===== src/pkg/sbl_defines.vh =====
// Shared constants of the serial boot loader
`ifndef SBL_DEFINES_VH
`define SBL_DEFINES_VH

// ==========================================================
// Link protocol codes
`define SBL_MODE_ASYNC 8'h86
`define SBL_MODE_SYNC 8'h30
`define SBL_CMD_RAM 8'h10
`define SBL_CMD_SUM 8'h20
`define SBL_CMD_INFO 8'h30
`define SBL_NAK_LO 4'h1
`define SBL_ERR_LO 4'h8
`define SBL_ERASED_BYTE 8'hFF

// ==========================================================
// Sequence counts
`define SBL_PW_LAST 4'hB
`define SBL_HDR_LAST 3'h5
`define SBL_CNT_W 16
`define SBL_MIN_BITP 16'h0002

// ==========================================================
// Frame layout
`define SBL_IDX_START 4'h0
`define SBL_IDX_DATA0 4'h1
`define SBL_IDX_ARMED 4'h2
`define SBL_IDX_LAST 4'h8
`define SBL_IDX_STOP 4'h9

// ==========================================================
// Buffer shape
`define SBL_FIFO_W 8
`define SBL_FIFO_D 32

`endif


===== src/hdl/sbl_fifo.v =====
// Byte FIFO between the serial receiver and the RAM writer
`timescale 1ns/100ps
`default_nettype none
`include "sbl_defines.vh"

module sbl_fifo #(
    parameter W = `SBL_FIFO_W,
    parameter D = `SBL_FIFO_D,
    parameter AW = 5
) (
    // Clock and reset
    input wire core_clk,
    input wire rst,
    // Fill side
    input wire in_valid,
    output wire in_ready,
    input wire [W-1:0] in_data,
    // Drain side
    output wire out_valid,
    input wire out_ready,
    output wire [W-1:0] out_data
);

    reg [W-1:0] mem [0:D-1];
    reg [AW:0] wr_q;
    reg [AW:0] rd_q;
    wire [AW:0] used = wr_q - rd_q;
    wire push = in_valid & in_ready;
    wire pop = out_valid & out_ready;

    assign in_ready = (used != D[AW:0]);
    assign out_valid = (used != {(AW+1){1'b0}});
    assign out_data = mem[rd_q[AW-1:0]];

    always @(posedge core_clk) begin
        if (push) begin
            mem[wr_q[AW-1:0]] <= in_data;
        end
    end

    always @(posedge core_clk) begin
        if (rst) begin
            wr_q <= {(AW+1){1'b0}};
            rd_q <= {(AW+1){1'b0}};
        end else begin
            if (push) begin
                wr_q <= wr_q + 1'b1;
            end
            if (pop) begin
                rd_q <= rd_q + 1'b1;
            end
        end
    end

endmodule
`default_nettype wire


===== src/hdl/sbl_loader.v =====
// Boot-mode capture and single-boot serial loader
//
// Behaviour
// - Single boot maps the boot ROM over vectors and moves flash elsewhere.
// - Serial channel zero carries every command and data byte to and from host.
// - Password is checked before any routine byte reaches RAM.
// - Twelve received password bytes are compared against flash password locations.
// - An erased password block expects all-ones bytes.
// - Password mismatch aborts the routine transfer completely.
// - On match the routine bytes are received and written into RAM.
// - After the jump to the RAM routine the boot ROM never regains control.
// - All interrupts, NMI included, are masked during flash erase or program.
// - Flash stays in normal mode while boot ROM code runs.
// - No erase of the old application is needed before the routine runs.
// - After reprogramming, the affected flash blocks are flagged for protection.
// - User boot is chosen at reset release from a user condition.
// - Any reset that does not select user boot returns flash to normal mode, running the new application.
// - Async link: full duplex, 8 data bits, no parity, 1 stop, host baud.
// - First byte 86H or 30H picks the serial mode and is echoed.
// - Command codes 10H, 20H and 30H are accepted.
`timescale 1ns/100ps
`default_nettype none
`include "sbl_defines.vh"

module sbl_loader #(
    parameter CW = `SBL_CNT_W,
    parameter [7:0] PROD_INFO = 8'h5A  // Arbitrary product information value
) (
    // Clock and reset
    input wire core_clk,
    input wire rst,
    // Mode straps
    input wire boot_sel_n,
    input wire user_boot_cond,
    // Serial channel zero
    input wire serial_channel_zero_rxd,
    output wire serial_channel_zero_txd,
    // Flash side information
    input wire [95:0] flash_pw,
    input wire pw_block_erased,
    input wire [15:0] flash_sum,
    input wire flash_busy,
    input wire prog_complete,
    // RAM write port
    output wire ram_we,
    output wire [31:0] ram_addr,
    output wire [7:0] ram_wdata,
    input wire ram_ready,
    // Mode and status outputs
    output wire single_boot_mode,
    output wire user_boot_mode,
    output wire boot_rom_map,
    output wire flash_remap,
    output wire flash_normal_mode,
    output wire irq_global_disable,
    output wire flash_protect_req,
    output wire ram_exec_start,
    output wire loader_abort
);

    // ==========================================================
    // States
    localparam [11:0] ST_WAIT = 12'h001;
    localparam [11:0] ST_MEAS = 12'h002;
    localparam [11:0] ST_MODE = 12'h004;
    localparam [11:0] ST_CMD = 12'h008;
    localparam [11:0] ST_PW = 12'h010;
    localparam [11:0] ST_CHK = 12'h020;
    localparam [11:0] ST_HDR = 12'h040;
    localparam [11:0] ST_DATA = 12'h080;
    localparam [11:0] ST_DRAIN = 12'h100;
    localparam [11:0] ST_REPLY = 12'h200;
    localparam [11:0] ST_RUN = 12'h400;
    localparam [11:0] ST_ABORT = 12'h800;

    // ==========================================================
    // Mode capture at reset release
    reg rst_prev_q;
    reg single_q;
    reg user_q;
    reg protect_q;
    reg irq_off_q;
    reg rxd_prev_q;

    always @(posedge core_clk) begin
        rst_prev_q <= rst;
        rxd_prev_q <= serial_channel_zero_rxd;
        if (rst) begin
            single_q <= 1'b0;
            user_q <= 1'b0;
            protect_q <= 1'b0;
            irq_off_q <= 1'b0;
        end else begin
            // Strap caught on the first clock after release, then frozen
            if (rst_prev_q) begin
                single_q <= ~boot_sel_n;
                user_q <= boot_sel_n & user_boot_cond;
            end
            if (prog_complete) begin
                protect_q <= 1'b1;
            end
            irq_off_q <= user_q | flash_busy;
        end
    end

    // ==========================================================
    // Receiver and transmitter
    reg [11:0] st_q;
    reg [CW-1:0] meas_q;
    reg [CW-1:0] bitp_q;
    reg rx_act_q;
    reg [CW-1:0] rx_cnt_q;
    reg [3:0] rx_idx_q;
    reg [7:0] rx_sh_q;
    reg rx_vld_q;
    reg rx_ferr_q;
    reg tx_act_q;
    reg [CW-1:0] tx_cnt_q;
    reg [3:0] tx_idx_q;
    reg [8:0] tx_sh_q;
    reg txd_q;
    reg [23:0] rep_q;
    reg [1:0] rep_n_q;

    wire rxd = serial_channel_zero_rxd;
    wire fall = rxd_prev_q & ~rxd;
    // 86H starts with two low bit times: the low span gives twice the bit period
    wire arm = (st_q == ST_MEAS) & rxd & (meas_q >= (`SBL_MIN_BITP << 1));
    wire rx_en = single_q & (st_q != ST_WAIT) & (st_q != ST_MEAS) & (st_q != ST_RUN);
    wire tx_go = (st_q == ST_REPLY) & ~tx_act_q & (rep_n_q != 2'b00);

    always @(posedge core_clk) begin
        if (rst) begin
            rx_act_q <= 1'b0;
            rx_cnt_q <= {CW{1'b0}};
            rx_idx_q <= `SBL_IDX_START;
            rx_sh_q <= 8'h00;
            rx_vld_q <= 1'b0;
            rx_ferr_q <= 1'b0;
        end else begin
            rx_vld_q <= 1'b0;
            if (arm) begin
                // Resume mid-frame: start and bit 0 were both low
                rx_act_q <= 1'b1;
                rx_idx_q <= `SBL_IDX_ARMED;
                rx_cnt_q <= meas_q >> 2;
                rx_sh_q <= 8'h00;
            end else if (!rx_act_q) begin
                if (rx_en && fall) begin
                    rx_act_q <= 1'b1;
                    rx_idx_q <= `SBL_IDX_START;
                    rx_cnt_q <= bitp_q >> 1;
                end
            end else if (rx_cnt_q == {CW{1'b0}}) begin
                rx_cnt_q <= bitp_q - 1'b1;
                if (rx_idx_q == `SBL_IDX_START) begin
                    rx_act_q <= ~rxd;
                    rx_idx_q <= `SBL_IDX_DATA0;
                end else if (rx_idx_q <= `SBL_IDX_LAST) begin
                    rx_sh_q <= {rxd, rx_sh_q[7:1]};
                    rx_idx_q <= rx_idx_q + 1'b1;
                end else begin
                    rx_act_q <= 1'b0;
                    rx_vld_q <= 1'b1;
                    rx_ferr_q <= ~rxd;
                end
            end else begin
                rx_cnt_q <= rx_cnt_q - 1'b1;
            end
        end
    end

    always @(posedge core_clk) begin
        if (rst) begin
            tx_act_q <= 1'b0;
            tx_cnt_q <= {CW{1'b0}};
            tx_idx_q <= `SBL_IDX_START;
            tx_sh_q <= 9'h1FF;
            txd_q <= 1'b1;
        end else if (tx_go) begin
            tx_act_q <= 1'b1;
            tx_cnt_q <= bitp_q - 1'b1;
            tx_idx_q <= `SBL_IDX_START;
            tx_sh_q <= {1'b1, rep_q[23:16]};
            txd_q <= 1'b0;
        end else if (tx_act_q) begin
            if (tx_cnt_q == {CW{1'b0}}) begin
                tx_cnt_q <= bitp_q - 1'b1;
                if (tx_idx_q == `SBL_IDX_STOP) begin
                    tx_act_q <= 1'b0;
                end else begin
                    txd_q <= tx_sh_q[0];
                    tx_sh_q <= {1'b1, tx_sh_q[8:1]};
                    tx_idx_q <= tx_idx_q + 1'b1;
                end
            end else begin
                tx_cnt_q <= tx_cnt_q - 1'b1;
            end
        end
    end

    // ==========================================================
    // Loader sequence and RAM writer
    reg [11:0] ret_q;
    reg [3:0] pw_idx_q;
    reg [7:0] sum_q;
    reg mism_q;
    reg [2:0] hdr_idx_q;
    reg [39:0] hdr_q;
    reg [31:0] base_q;
    reg [15:0] left_q;
    reg [31:0] off_q;
    reg ram_we_q;
    reg [31:0] ram_addr_q;
    reg [7:0] ram_wdata_q;

    wire [7:0] pw_exp = pw_block_erased ? `SBL_ERASED_BYTE : flash_pw[pw_idx_q*8 +: 8];
    wire [7:0] err_code = {rx_sh_q[7:4], `SBL_ERR_LO};
    wire fifo_in_rdy;
    wire fifo_out_vld;
    wire [7:0] fifo_out_data;
    wire fifo_push = (st_q == ST_DATA) & rx_vld_q & ~rx_ferr_q & fifo_in_rdy;
    wire fifo_pop = fifo_out_vld & (~ram_we_q | ram_ready);

    always @(posedge core_clk) begin
        if (rst) begin
            st_q <= ST_WAIT;
            ret_q <= ST_CMD;
            meas_q <= {CW{1'b0}};
            bitp_q <= `SBL_MIN_BITP;
            rep_q <= 24'h000000;
            rep_n_q <= 2'b00;
            pw_idx_q <= 4'h0;
            sum_q <= 8'h00;
            mism_q <= 1'b0;
            hdr_idx_q <= 3'h0;
            hdr_q <= 40'h0000000000;
            base_q <= 32'h00000000;
            left_q <= 16'h0000;
        end else begin
            if (tx_go) begin
                rep_q <= {rep_q[15:0], 8'h00};
                rep_n_q <= rep_n_q - 1'b1;
            end
            case (st_q)
                ST_WAIT: begin
                    if (single_q && !rst_prev_q && fall) begin
                        meas_q <= {{(CW-1){1'b0}}, 1'b1};
                        st_q <= ST_MEAS;
                    end
                end
                ST_MEAS: begin
                    if (!rxd) begin
                        if (meas_q != {CW{1'b1}}) begin
                            meas_q <= meas_q + 1'b1;
                        end
                    end else if (arm) begin
                        bitp_q <= meas_q >> 1;
                        st_q <= ST_MODE;
                    end else begin
                        st_q <= ST_ABORT;
                    end
                end
                ST_MODE: begin
                    if (rx_vld_q) begin
                        if (rx_ferr_q) begin
                            st_q <= ST_ABORT;
                        end else if (rx_sh_q == `SBL_MODE_ASYNC) begin
                            rep_q <= {rx_sh_q, 16'h0000};
                            rep_n_q <= 2'b01;
                            ret_q <= ST_CMD;
                            st_q <= ST_REPLY;
                        end else if (rx_sh_q == `SBL_MODE_SYNC) begin
                            // Clocked-link transfers are not built: echo, then stop
                            rep_q <= {rx_sh_q, 16'h0000};
                            rep_n_q <= 2'b01;
                            ret_q <= ST_ABORT;
                            st_q <= ST_REPLY;
                        end else begin
                            st_q <= ST_ABORT;
                        end
                    end
                end
                ST_CMD: begin
                    if (rx_vld_q) begin
                        st_q <= ST_REPLY;
                        ret_q <= ST_CMD;
                        rep_n_q <= 2'b01;
                        if (rx_ferr_q) begin
                            rep_q <= {err_code, 16'h0000};
                        end else begin
                            case (rx_sh_q)
                                `SBL_CMD_RAM: begin
                                    rep_q <= {rx_sh_q, 16'h0000};
                                    ret_q <= ST_PW;
                                    pw_idx_q <= 4'h0;
                                    sum_q <= 8'h00;
                                    mism_q <= 1'b0;
                                end
                                `SBL_CMD_SUM: begin
                                    rep_q <= {rx_sh_q, flash_sum};
                                    rep_n_q <= 2'b11;
                                end
                                `SBL_CMD_INFO: begin
                                    rep_q <= {rx_sh_q, PROD_INFO, 8'h00};
                                    rep_n_q <= 2'b10;
                                end
                                default: begin
                                    rep_q <= {rx_sh_q[7:4], `SBL_NAK_LO, 16'h0000};
                                end
                            endcase
                        end
                    end
                end
                ST_PW: begin
                    if (rx_vld_q) begin
                        if (rx_ferr_q) begin
                            rep_q <= {err_code, 16'h0000};
                            rep_n_q <= 2'b01;
                            ret_q <= ST_CMD;
                            st_q <= ST_REPLY;
                        end else begin
                            sum_q <= sum_q + rx_sh_q;
                            mism_q <= mism_q | (rx_sh_q != pw_exp);
                            pw_idx_q <= pw_idx_q + 1'b1;
                            if (pw_idx_q == `SBL_PW_LAST) begin
                                st_q <= ST_CHK;
                            end
                        end
                    end
                end
                ST_CHK: begin
                    if (rx_vld_q) begin
                        st_q <= ST_REPLY;
                        rep_n_q <= 2'b01;
                        ret_q <= ST_CMD;
                        if (rx_ferr_q) begin
                            rep_q <= {`SBL_CMD_RAM | {4'h0, `SBL_ERR_LO}, 16'h0000};
                        end else if ((sum_q + rx_sh_q) != 8'h00) begin
                            rep_q <= {`SBL_CMD_RAM | {4'h0, `SBL_NAK_LO}, 16'h0000};
                        end else if (mism_q) begin
                            st_q <= ST_ABORT;
                        end else begin
                            rep_q <= {`SBL_CMD_RAM, 16'h0000};
                            ret_q <= ST_HDR;
                            hdr_idx_q <= 3'h0;
                        end
                    end
                end
                ST_HDR: begin
                    if (rx_vld_q) begin
                        hdr_q <= {hdr_q[31:0], rx_sh_q};
                        hdr_idx_q <= hdr_idx_q + 1'b1;
                        if (rx_ferr_q) begin
                            st_q <= ST_ABORT;
                        end else if (hdr_idx_q == `SBL_HDR_LAST) begin
                            base_q <= hdr_q[39:8];
                            left_q <= {hdr_q[7:0], rx_sh_q};
                            st_q <= ({hdr_q[7:0], rx_sh_q} == 16'h0000) ? ST_DRAIN : ST_DATA;
                        end
                    end
                end
                ST_DATA: begin
                    if (rx_vld_q) begin
                        // The line cannot be paused: a full buffer is an overrun
                        if (rx_ferr_q || !fifo_in_rdy) begin
                            st_q <= ST_ABORT;
                        end else begin
                            left_q <= left_q - 1'b1;
                            if (left_q == 16'h0001) begin
                                st_q <= ST_DRAIN;
                            end
                        end
                    end
                end
                ST_DRAIN: begin
                    if (!fifo_out_vld && !ram_we_q) begin
                        st_q <= ST_RUN;
                    end
                end
                ST_REPLY: begin
                    if (rep_n_q == 2'b00 && !tx_act_q) begin
                        st_q <= ret_q;
                    end
                end
                ST_RUN: begin
                    st_q <= ST_RUN;
                end
                ST_ABORT: begin
                    st_q <= ST_ABORT;
                end
                default: begin
                    st_q <= ST_ABORT;
                end
            endcase
        end
    end

    always @(posedge core_clk) begin
        if (rst) begin
            off_q <= 32'h00000000;
            ram_we_q <= 1'b0;
            ram_addr_q <= 32'h00000000;
            ram_wdata_q <= 8'h00;
        end else begin
            if (st_q == ST_HDR) begin
                off_q <= 32'h00000000;
            end
            if (fifo_pop) begin
                ram_we_q <= 1'b1;
                ram_addr_q <= base_q + off_q;
                ram_wdata_q <= fifo_out_data;
                off_q <= off_q + 1'b1;
            end else if (ram_ready) begin
                ram_we_q <= 1'b0;
            end
        end
    end

    sbl_fifo #(
        .W(`SBL_FIFO_W),
        .D(`SBL_FIFO_D),
        .AW(5)
    ) u_fifo (
        .core_clk(core_clk),
        .rst(rst),
        .in_valid(fifo_push),
        .in_ready(fifo_in_rdy),
        .in_data(rx_sh_q),
        .out_valid(fifo_out_vld),
        .out_ready(fifo_pop),
        .out_data(fifo_out_data)
    );

    // ==========================================================
    // Outputs
    assign serial_channel_zero_txd = txd_q;
    assign ram_we = ram_we_q;
    assign ram_addr = ram_addr_q;
    assign ram_wdata = ram_wdata_q;
    assign single_boot_mode = single_q;
    assign user_boot_mode = user_q;
    assign boot_rom_map = single_q & (st_q != ST_RUN);
    assign flash_remap = single_q;
    assign flash_normal_mode = ~user_q;
    assign irq_global_disable = irq_off_q;
    assign flash_protect_req = protect_q;
    assign ram_exec_start = (st_q == ST_RUN);
    assign loader_abort = (st_q == ST_ABORT);

endmodule
`default_nettype wire


===== config.mk =====
export PLATFORM = sky130hd
export DESIGN_NAME = sbl_loader
export DESIGN_NICKNAME = d
export VERILOG_FILES = /design/src/hdl/sbl_fifo.v /design/src/hdl/sbl_loader.v
export VERILOG_INCLUDE_DIRS = /design/src /design/src/pkg
export SDC_FILE = /design/constraint.sdc
export NUM_CORES = 1
export LEC_CHECK = 0
export ABC_AREA = 1
export CAP_MARGIN = 25
export CORE_UTILIZATION = 64
export DETAILED_ROUTE_END_ITERATION = 10
export DONT_BUFFER_PORTS = 1
export PLACE_DENSITY = 0.8
export SYNTH_ARGS = -nofsm -noshare
export SYNTH_HDL_FRONTEND = slang
export SYNTH_SLANG_ARGS = --single-unit

===== constraint.sdc =====
create_clock -name core_clk -period 4.4 [get_ports core_clk]
set_input_delay 0.22 -clock core_clk [delete_from_list [all_inputs] [get_ports core_clk]]
set_output_delay 0.22 -clock core_clk [all_outputs]
set_load 0.05 [all_outputs]

==> results.toml, run 1 <==
[status]
status = "completed"

[synth]
synth_cells = 3827
synth_top_area_share_pct = 25.6
synth_fp_nets = 4015
ys_types = 62
synthArstFlopShare_pct = 0
synth-seq-cells = 585
synthFlopType = "dfxtp_1"
syn_area_mm2 = 0.0300
synth_warnings = 0
yosys.area.top_type = "edfxtp_1"
synth-edff-count = 256
syn_area_per_cell_um2 = 7.85
synth_seq_area_share_pct = 47.5
yosys-top-cells-area = "edfxtp_1, dfxtp_1, nand2_1"

[clock_tree]
cts.sinks = 585
ctsRootBufferMaster = "clkbuf_16"
htree_levels = 2
cts_buffer_depth = 3
cts_setup_buffers = 0
clkTransAtPathRegs_ps = 70
cts_tree = "built"
cts_made_buffers = 59
clock_latency_ps = 660

[routing]
remaining_drc_errors = 0
postRouteAntennaNets = 0
vias_per_cell = 6.01
drt_wl_total_mm = 79.7
first_iter_violations = 3081
drtPass1Iterations = 6
num_vias = 26700
post_drt_wl_per_cell_um = 17.9

[global_routing]
overflow = 0
grt_pass1_wl_mm = 126
grt_use_total_pct = 33.0
grt_max_degree = 114
grt_pass1_vias = 24700
antenna_found_initial = 0

[critical_path]
cp_slowest_cell = "nor2_1"
crit_family = "simple AND/OR/NAND/NOR gates"
endpoint_kind = "register"
criticalPathCategory = "reg2reg"
cp.arrival_ps = 4060
critPathMaxStageDelay_ps = 700
start_kind = "register"
crit_required_ps = 4660
timing.critical_path.buf_inv = 1
worst-path-max-fanout = 15
cp_cell_sequence = "inv_1, ha_1, a21oi_1, nand3_1, nand2_1, nand2_1, nand3_1, nand3_1, nor2_2, nand2_1, nor2_1"

[pwr]
comb_power_share_pct = 16.1
p_leak_uw = 0.0130
share_seq_of_total_power_pct = 45.0
switching_share_pct = 30.0
ir_worst_vdd_mv = 0.347
clkPwrFrac_pct = 38.9
p_sw_uw = 4000
powerDensity_mw_per_mm2 = 408
p_int_uw = 9320

[placed_design]
place_ws_ps = 770
port_buffers = 0
gp_congestion = 0.957
dp_hpwl_mm = 53.3

[worst_hold_path]
hold_path_class = "in2reg"

[timing]
setup_slack_ps = 607
finalCritPeriodShare_pct = 86.2
min_period_ps = 3790
setup_viol = 0
tightest_slew_ps = 999
rsz0062_at_grt = "no"
timing.slew.headroom_pct = 33.2
drv_slew = 0
fin_skew_ps = 35.4
fmax_mhz = 264
finalHoldViolCount = 0
setup_tns_ps = 0

[final_layout]
nets = 3976
area_delta_synth_final_pct = 8.80
seq_area_mm2 = 0.0143
fillers = 3793
layout_common_cells = "nand2_1, nor2_1, o21ai_0"
antenna_cells = 0
final_common_cell = "nand2_1"
layout-drive-gt1-share_pct = 6.33
multi_input_area_mm2 = 0.0136

[floorplanning]
initial_utilization_pct = 64.6
io_pins = 172
die-width_um = 219
chipHeight_um = 219
core_area_mm2 = 0.0465
rows = 79
dieArea_mm2 = 0.0478

[job]
cap_violations = 0
cell usage after synthesis, types with 7 or more instances:
library cell	count
nor2_2	11
buf_2	37
nor4_1	16
a31oi_1	22
inv_1	378
xnor2_1	20
xor2_1	63
clkbuf_1	113
dfxtp_1	329
a21oi_2	9
a211oi_1	9
o21bai_1	10
nand4_1	43
nand3b_1	8
o221ai_1	18
nand2_2	21
inv_2	22
nor2_4	11
o21ai_0	414
ha_1	65
nand2_1	739
nor2_1	432
nor3_1	56
a21oi_1	296
nand3_1	245
or2_2	7
o211ai_1	25
o22ai_1	57
edfxtp_1	256
o21ai_1	19
flip-flops by register name, summed over array words and instances (netlist names), 6 cells and up:
signal,flops
tx_cnt_q,16
ram_addr,32
meas_q,16
off_q,32
ram_wdata,8
rep_q,24
u_fifo.rd_q,6
sum_q,8
st_q,12
hdr_q,40
rx_sh_q,8
rx_cnt_q,16
tx_sh_q,8
base_q,32
u_fifo.mem,256
bitp_q,15
left_q,16
u_fifo.wr_q,6
metrics by stage:
stage	hold WS [ps]	utilization (%)	power, µW	instances	area [µm²]
finish	170	70.3	13300	4443	32700
global route	174	70.3	13800	4443	32700
CTS	139	70.3	13300	4442	32700
detailed placement	248	65.4	8140	4309	30400
global placement	248	65.4	8120	4309	30400
floorplan	248	-	7650	3827	30000
cells by family (layout without fill, tap and decap cells):
group                      after synthesis  count (layout)  share of synthesized area [%]
muxes                                    2               2                         0.0667
AOI/OAI and AO/OA                      908             908                           16.4
and+or+nand+nor                       1619            1619                           23.4
buffers and inverters                  563             572                           7.33
DFF                                    585             585                           47.5
adders and majority gates               67              67                           2.84
xor gates and xnor gates                83              83                           2.42
power by group through the flow:
| stage | registers (µW) | logic [µW] | clock network [µW] |
|---|---|---|---|
| 2_1_floorplan | 6080 | 1570 | 0 |
| 3_3_place_gp | 6110 | 2010 | 0 |
| 3_5_place_dp | 6110 | 2030 | 0 |
| 4_1_cts | 5990 | 2090 | 5220 |
| 5_1_grt | 6000 | 2330 | 5440 |
| 6_report | 5990 | 2140 | 5190 |
cell type report:
type | count | share of cell area, %
flip-flops and latches | 585 | 43.7
well taps | 607 | 2.32
repair buffers | 59 | 1.62
clock inverters | 39 | 1.38
inverters | 404 | 4.66
clock buffers | 70 | 4.77
multi-input cells | 2679 | 41.5
per-layer routing:
metal / vias up / track usage (%) / routed length, µm
li1: 12900 / - / -
met1: 12300 / 45.3 / 33700
met2: 1324 / 52.0 / 35900
met3: 202 / 5.75 / 7480
met4: 0 / 12.4 / 2530
met5: - / 0 / 0
path summary, 6_finish.rpt:
check | from | slack, ps | to | cells after the start
worst min-delay path | serial_channel_zero_rxd | 170 | rxd_prev_q | 1
worst max register to register | u_fifo.rd_q[4] | 610 | u_fifo.mem[28][0] | 11
worst min register to register | hdr_q[29] | 450 | hdr_q[37] | 2
worst max-delay path | u_fifo.rd_q[4] | 610 | u_fifo.mem[28][0] | 11
repair_timing:
action	CTS	global route
hold endpoints to repair	123	0
hold buffers	24	0
gates resized for setup	0	0
No activity file was read; power rests on OpenSTA's default activity.
==> run 2, diff against run 1 <==
--- a/config.mk
+++ b/config.mk
@@ -6,8 +6,9 @@
 export SDC_FILE = /design/constraint.sdc
 export NUM_CORES = 1
 export LEC_CHECK = 0
-export ABC_AREA = 1
+export ABC_AREA = 0
 export CAP_MARGIN = 25
+export CORE_MARGIN = 2
 export CORE_UTILIZATION = 64
 export DETAILED_ROUTE_END_ITERATION = 10
 export DONT_BUFFER_PORTS = 1
==> run 2 against run 1 <==
The flow now finishes with violations (hold timing). Critical path type unchanged. Synthesized cell count down 28%. Hold slack lost 190 ps. Fmax decreased by 2.9%. Largest power group unchanged. Sequential power about the same. Critical path depth shrank 2. Clock power is 4% higher. Sequential cell count stayed put. Final area decreased by 5.6%. Synthesized area is 6.8% lower. Power increased by 0.76%. Combinational power fell by 4%.
==> results.toml, run 2 <==
[status]
status = "finished, violations left"
failed_checks = "hold timing"

[placed_design]
place_ws_ps = 569
dp_hpwl_mm = 47.1
gp_congestion = 0.938
port_buffers = 0

[critical_path]
cp_slowest_cell = "nor2_1"
crit_required_ps = 4670
start_kind = "register"
critPathMaxStageDelay_ps = 720
endpoint_kind = "register"
cp_cell_sequence = "inv_2, ha_1, a21boi_0, o21a_1, nor3_1, o311a_1, and2_1, nand2_1, nor2_1"
crit_family = "simple AND/OR/NAND/NOR gates"
criticalPathCategory = "reg2reg"
worst-path-max-fanout = 19
timing.critical_path.buf_inv = 1
cp.arrival_ps = 4180

[synth]
synth_cells = 2757
yosys.area.top_type = "edfxtp_1"
ys_types = 82
yosysMostFrequentCell = "nand2_1"
synthArstFlopShare_pct = 0
synth-seq-cells = 585
yosys-top-cells-area = "edfxtp_1, dfxtp_1, mux4_2"
synth_warnings = 0
synthFlopType = "dfxtp_1"
synth_top_area_share_pct = 27.5
syn_area_mm2 = 0.0280
synth_fp_nets = 2945
synth_seq_area_share_pct = 51.0
ys_top_cells_by_count = "nand2_1, dfxtp_1, nor2_1"
synth-edff-count = 256
syn_area_per_cell_um2 = 10.1

[global_routing]
grt_pass1_wl_mm = 116
grt_max_degree = 226
antenna_found_initial = 2
grt_use_total_pct = 33.0
overflow = 0
grt_pass1_vias = 21200

[final_layout]
nets = 2914
layout-drive-gt1-share_pct = 10.3
layout_common_cells = "nand2_1, dfxtp_1, nor2_1"
final_common_cell = "nand2_1"
area_delta_synth_final_pct = 10.2
largest_reg_flops = 256

[timing]
setup_tns_ps = 0
drv_slew = 0
finalCritPeriodShare_pct = 88.8
tightest_slew_ps = 1160
min_period_ps = 3910
fin_skew_ps = 32.8
setup_viol = 0
rsz0062_at_grt = "no"
timing.slew.headroom_pct = 22.4
whs_ps = -23.7
setup_slack_ps = 494
finalHoldViolCount = 1
fmax_mhz = 256

[clock_tree]
cts_made_buffers = 58
clock_latency_ps = 640
htree_levels = 2
ctsRootBufferMaster = "clkbuf_16"
cts.sinks = 585
cts_buffer_depth = 3
cts_setup_buffers = 0
cts_tree = "built"
clkTransAtPathRegs_ps = 60
cts_resized = 0

[floorplanning]
core_area_mm2 = 0.0431
io_pins = 172
die-width_um = 213
chipHeight_um = 213
initial_utilization_pct = 64.9
rows = 76
dieArea_mm2 = 0.0454

[pwr]
p_leak_uw = 0.0108
ir_worst_vdd_mv = 0.372
p_int_uw = 9740
comb_power_share_pct = 15.4
clkPwrFrac_pct = 40.2
p_sw_uw = 3690
switching_share_pct = 27.4
powerDensity_mw_per_mm2 = 435
share_seq_of_total_power_pct = 44.5

[routing]
drtPass1Iterations = 5
first_iter_violations = 2530
post_drt_wl_per_cell_um = 22.1
remaining_drc_errors = 0
vias_per_cell = 6.53
drt_wl_total_mm = 74.3
num_vias = 21900
postRouteAntennaNets = 0

[worst_hold_path]
hold_path_class = "in2reg"

[job]
cap_violations = 0
run 2: worst reg2reg max path, cell delays in order (launching register included):
cell and delay, ps:
dfxtp_1 320, inv_2 440, ha_1 370, a21boi_0 150, o21a_1 210, nor3_1 300, o311a_1 230, and2_1 330
nand2_1 470, nor2_1 720
run 2: cell type report:
class / instances / area [µm²]
clock inverters: 31 / 444
clock buffers: 77 / 1650
inverters: 63 / 236
well taps: 585 / 732
flip-flops and latches: 585 / 14300
multi-input cells: 1952 / 12900
repair buffers: 66 / 601
diodes: 2 / 5.00
fillers: 3042 / 12200
run 2: power by group through the flow:
stage	Combinational, µW	Sequential, µW	Clock [µW]
after floorplan	1480	6010	0
after global placement	1870	6080	0
after detailed placement	1950	6090	0
after CTS	2040	5970	5440
after global routing	2190	5980	5650
final	2060	5970	5390
run 2: what timing repair did:
item,4_1_cts,5_1_grt
hold buffers,25,0
endpoints found under the setup margin,0,0
endpoints found under the hold margin,245,0
run 2: layer usage:
layer | global-route usage, % | vias up | wire length [µm]
li1 | - | 10000 | -
met1 | 42.0 | 10500 | 28500
met2 | 55.1 | 1161 | 36000
met3 | 5.46 | 239 | 6250
met4 | 15.9 | 2 | 3470
met5 | 1.11 | - | 66
run 2: path summary, 6_finish.rpt:
kind | startpoint | endpoint | slack [ps] | cells past startpoint
worst min-delay path | rst | rst_prev_q | -20 | 1
worst min register to register | tx_cnt_q[14] | tx_cnt_q[14] | 440 | 2
worst max-delay path | u_fifo.rd_q[3] | u_fifo.mem[0][2] | 490 | 9
worst max register to register | u_fifo.rd_q[3] | u_fifo.mem[0][2] | 490 | 9
run 2: metrics by stage:
step	total power, µW	util [%]	area, µm²	instances
after floorplan	7490	-	28000	2757
after global routing	13800	71.6	30800	3361
after detailed placement	8040	66.1	28500	3226
after CTS	13500	71.6	30800	3359
final	13400	71.6	30800	3361
after global placement	7950	66.1	28500	3226
run 2: cell families after synthesis:
group / Yosys count / share of synthesized area [%]
adder cells (fa/ha/maj): 67 / 3.05
AND/OR/NAND/NOR: 1027 / 16.9
buffers and inverters: 220 / 3.01
flip-flops: 585 / 51.0
multiplexers: 145 / 9.85
XOR/XNOR: 83 / 2.65
AO/OA/AOI/OAI: 630 / 13.5
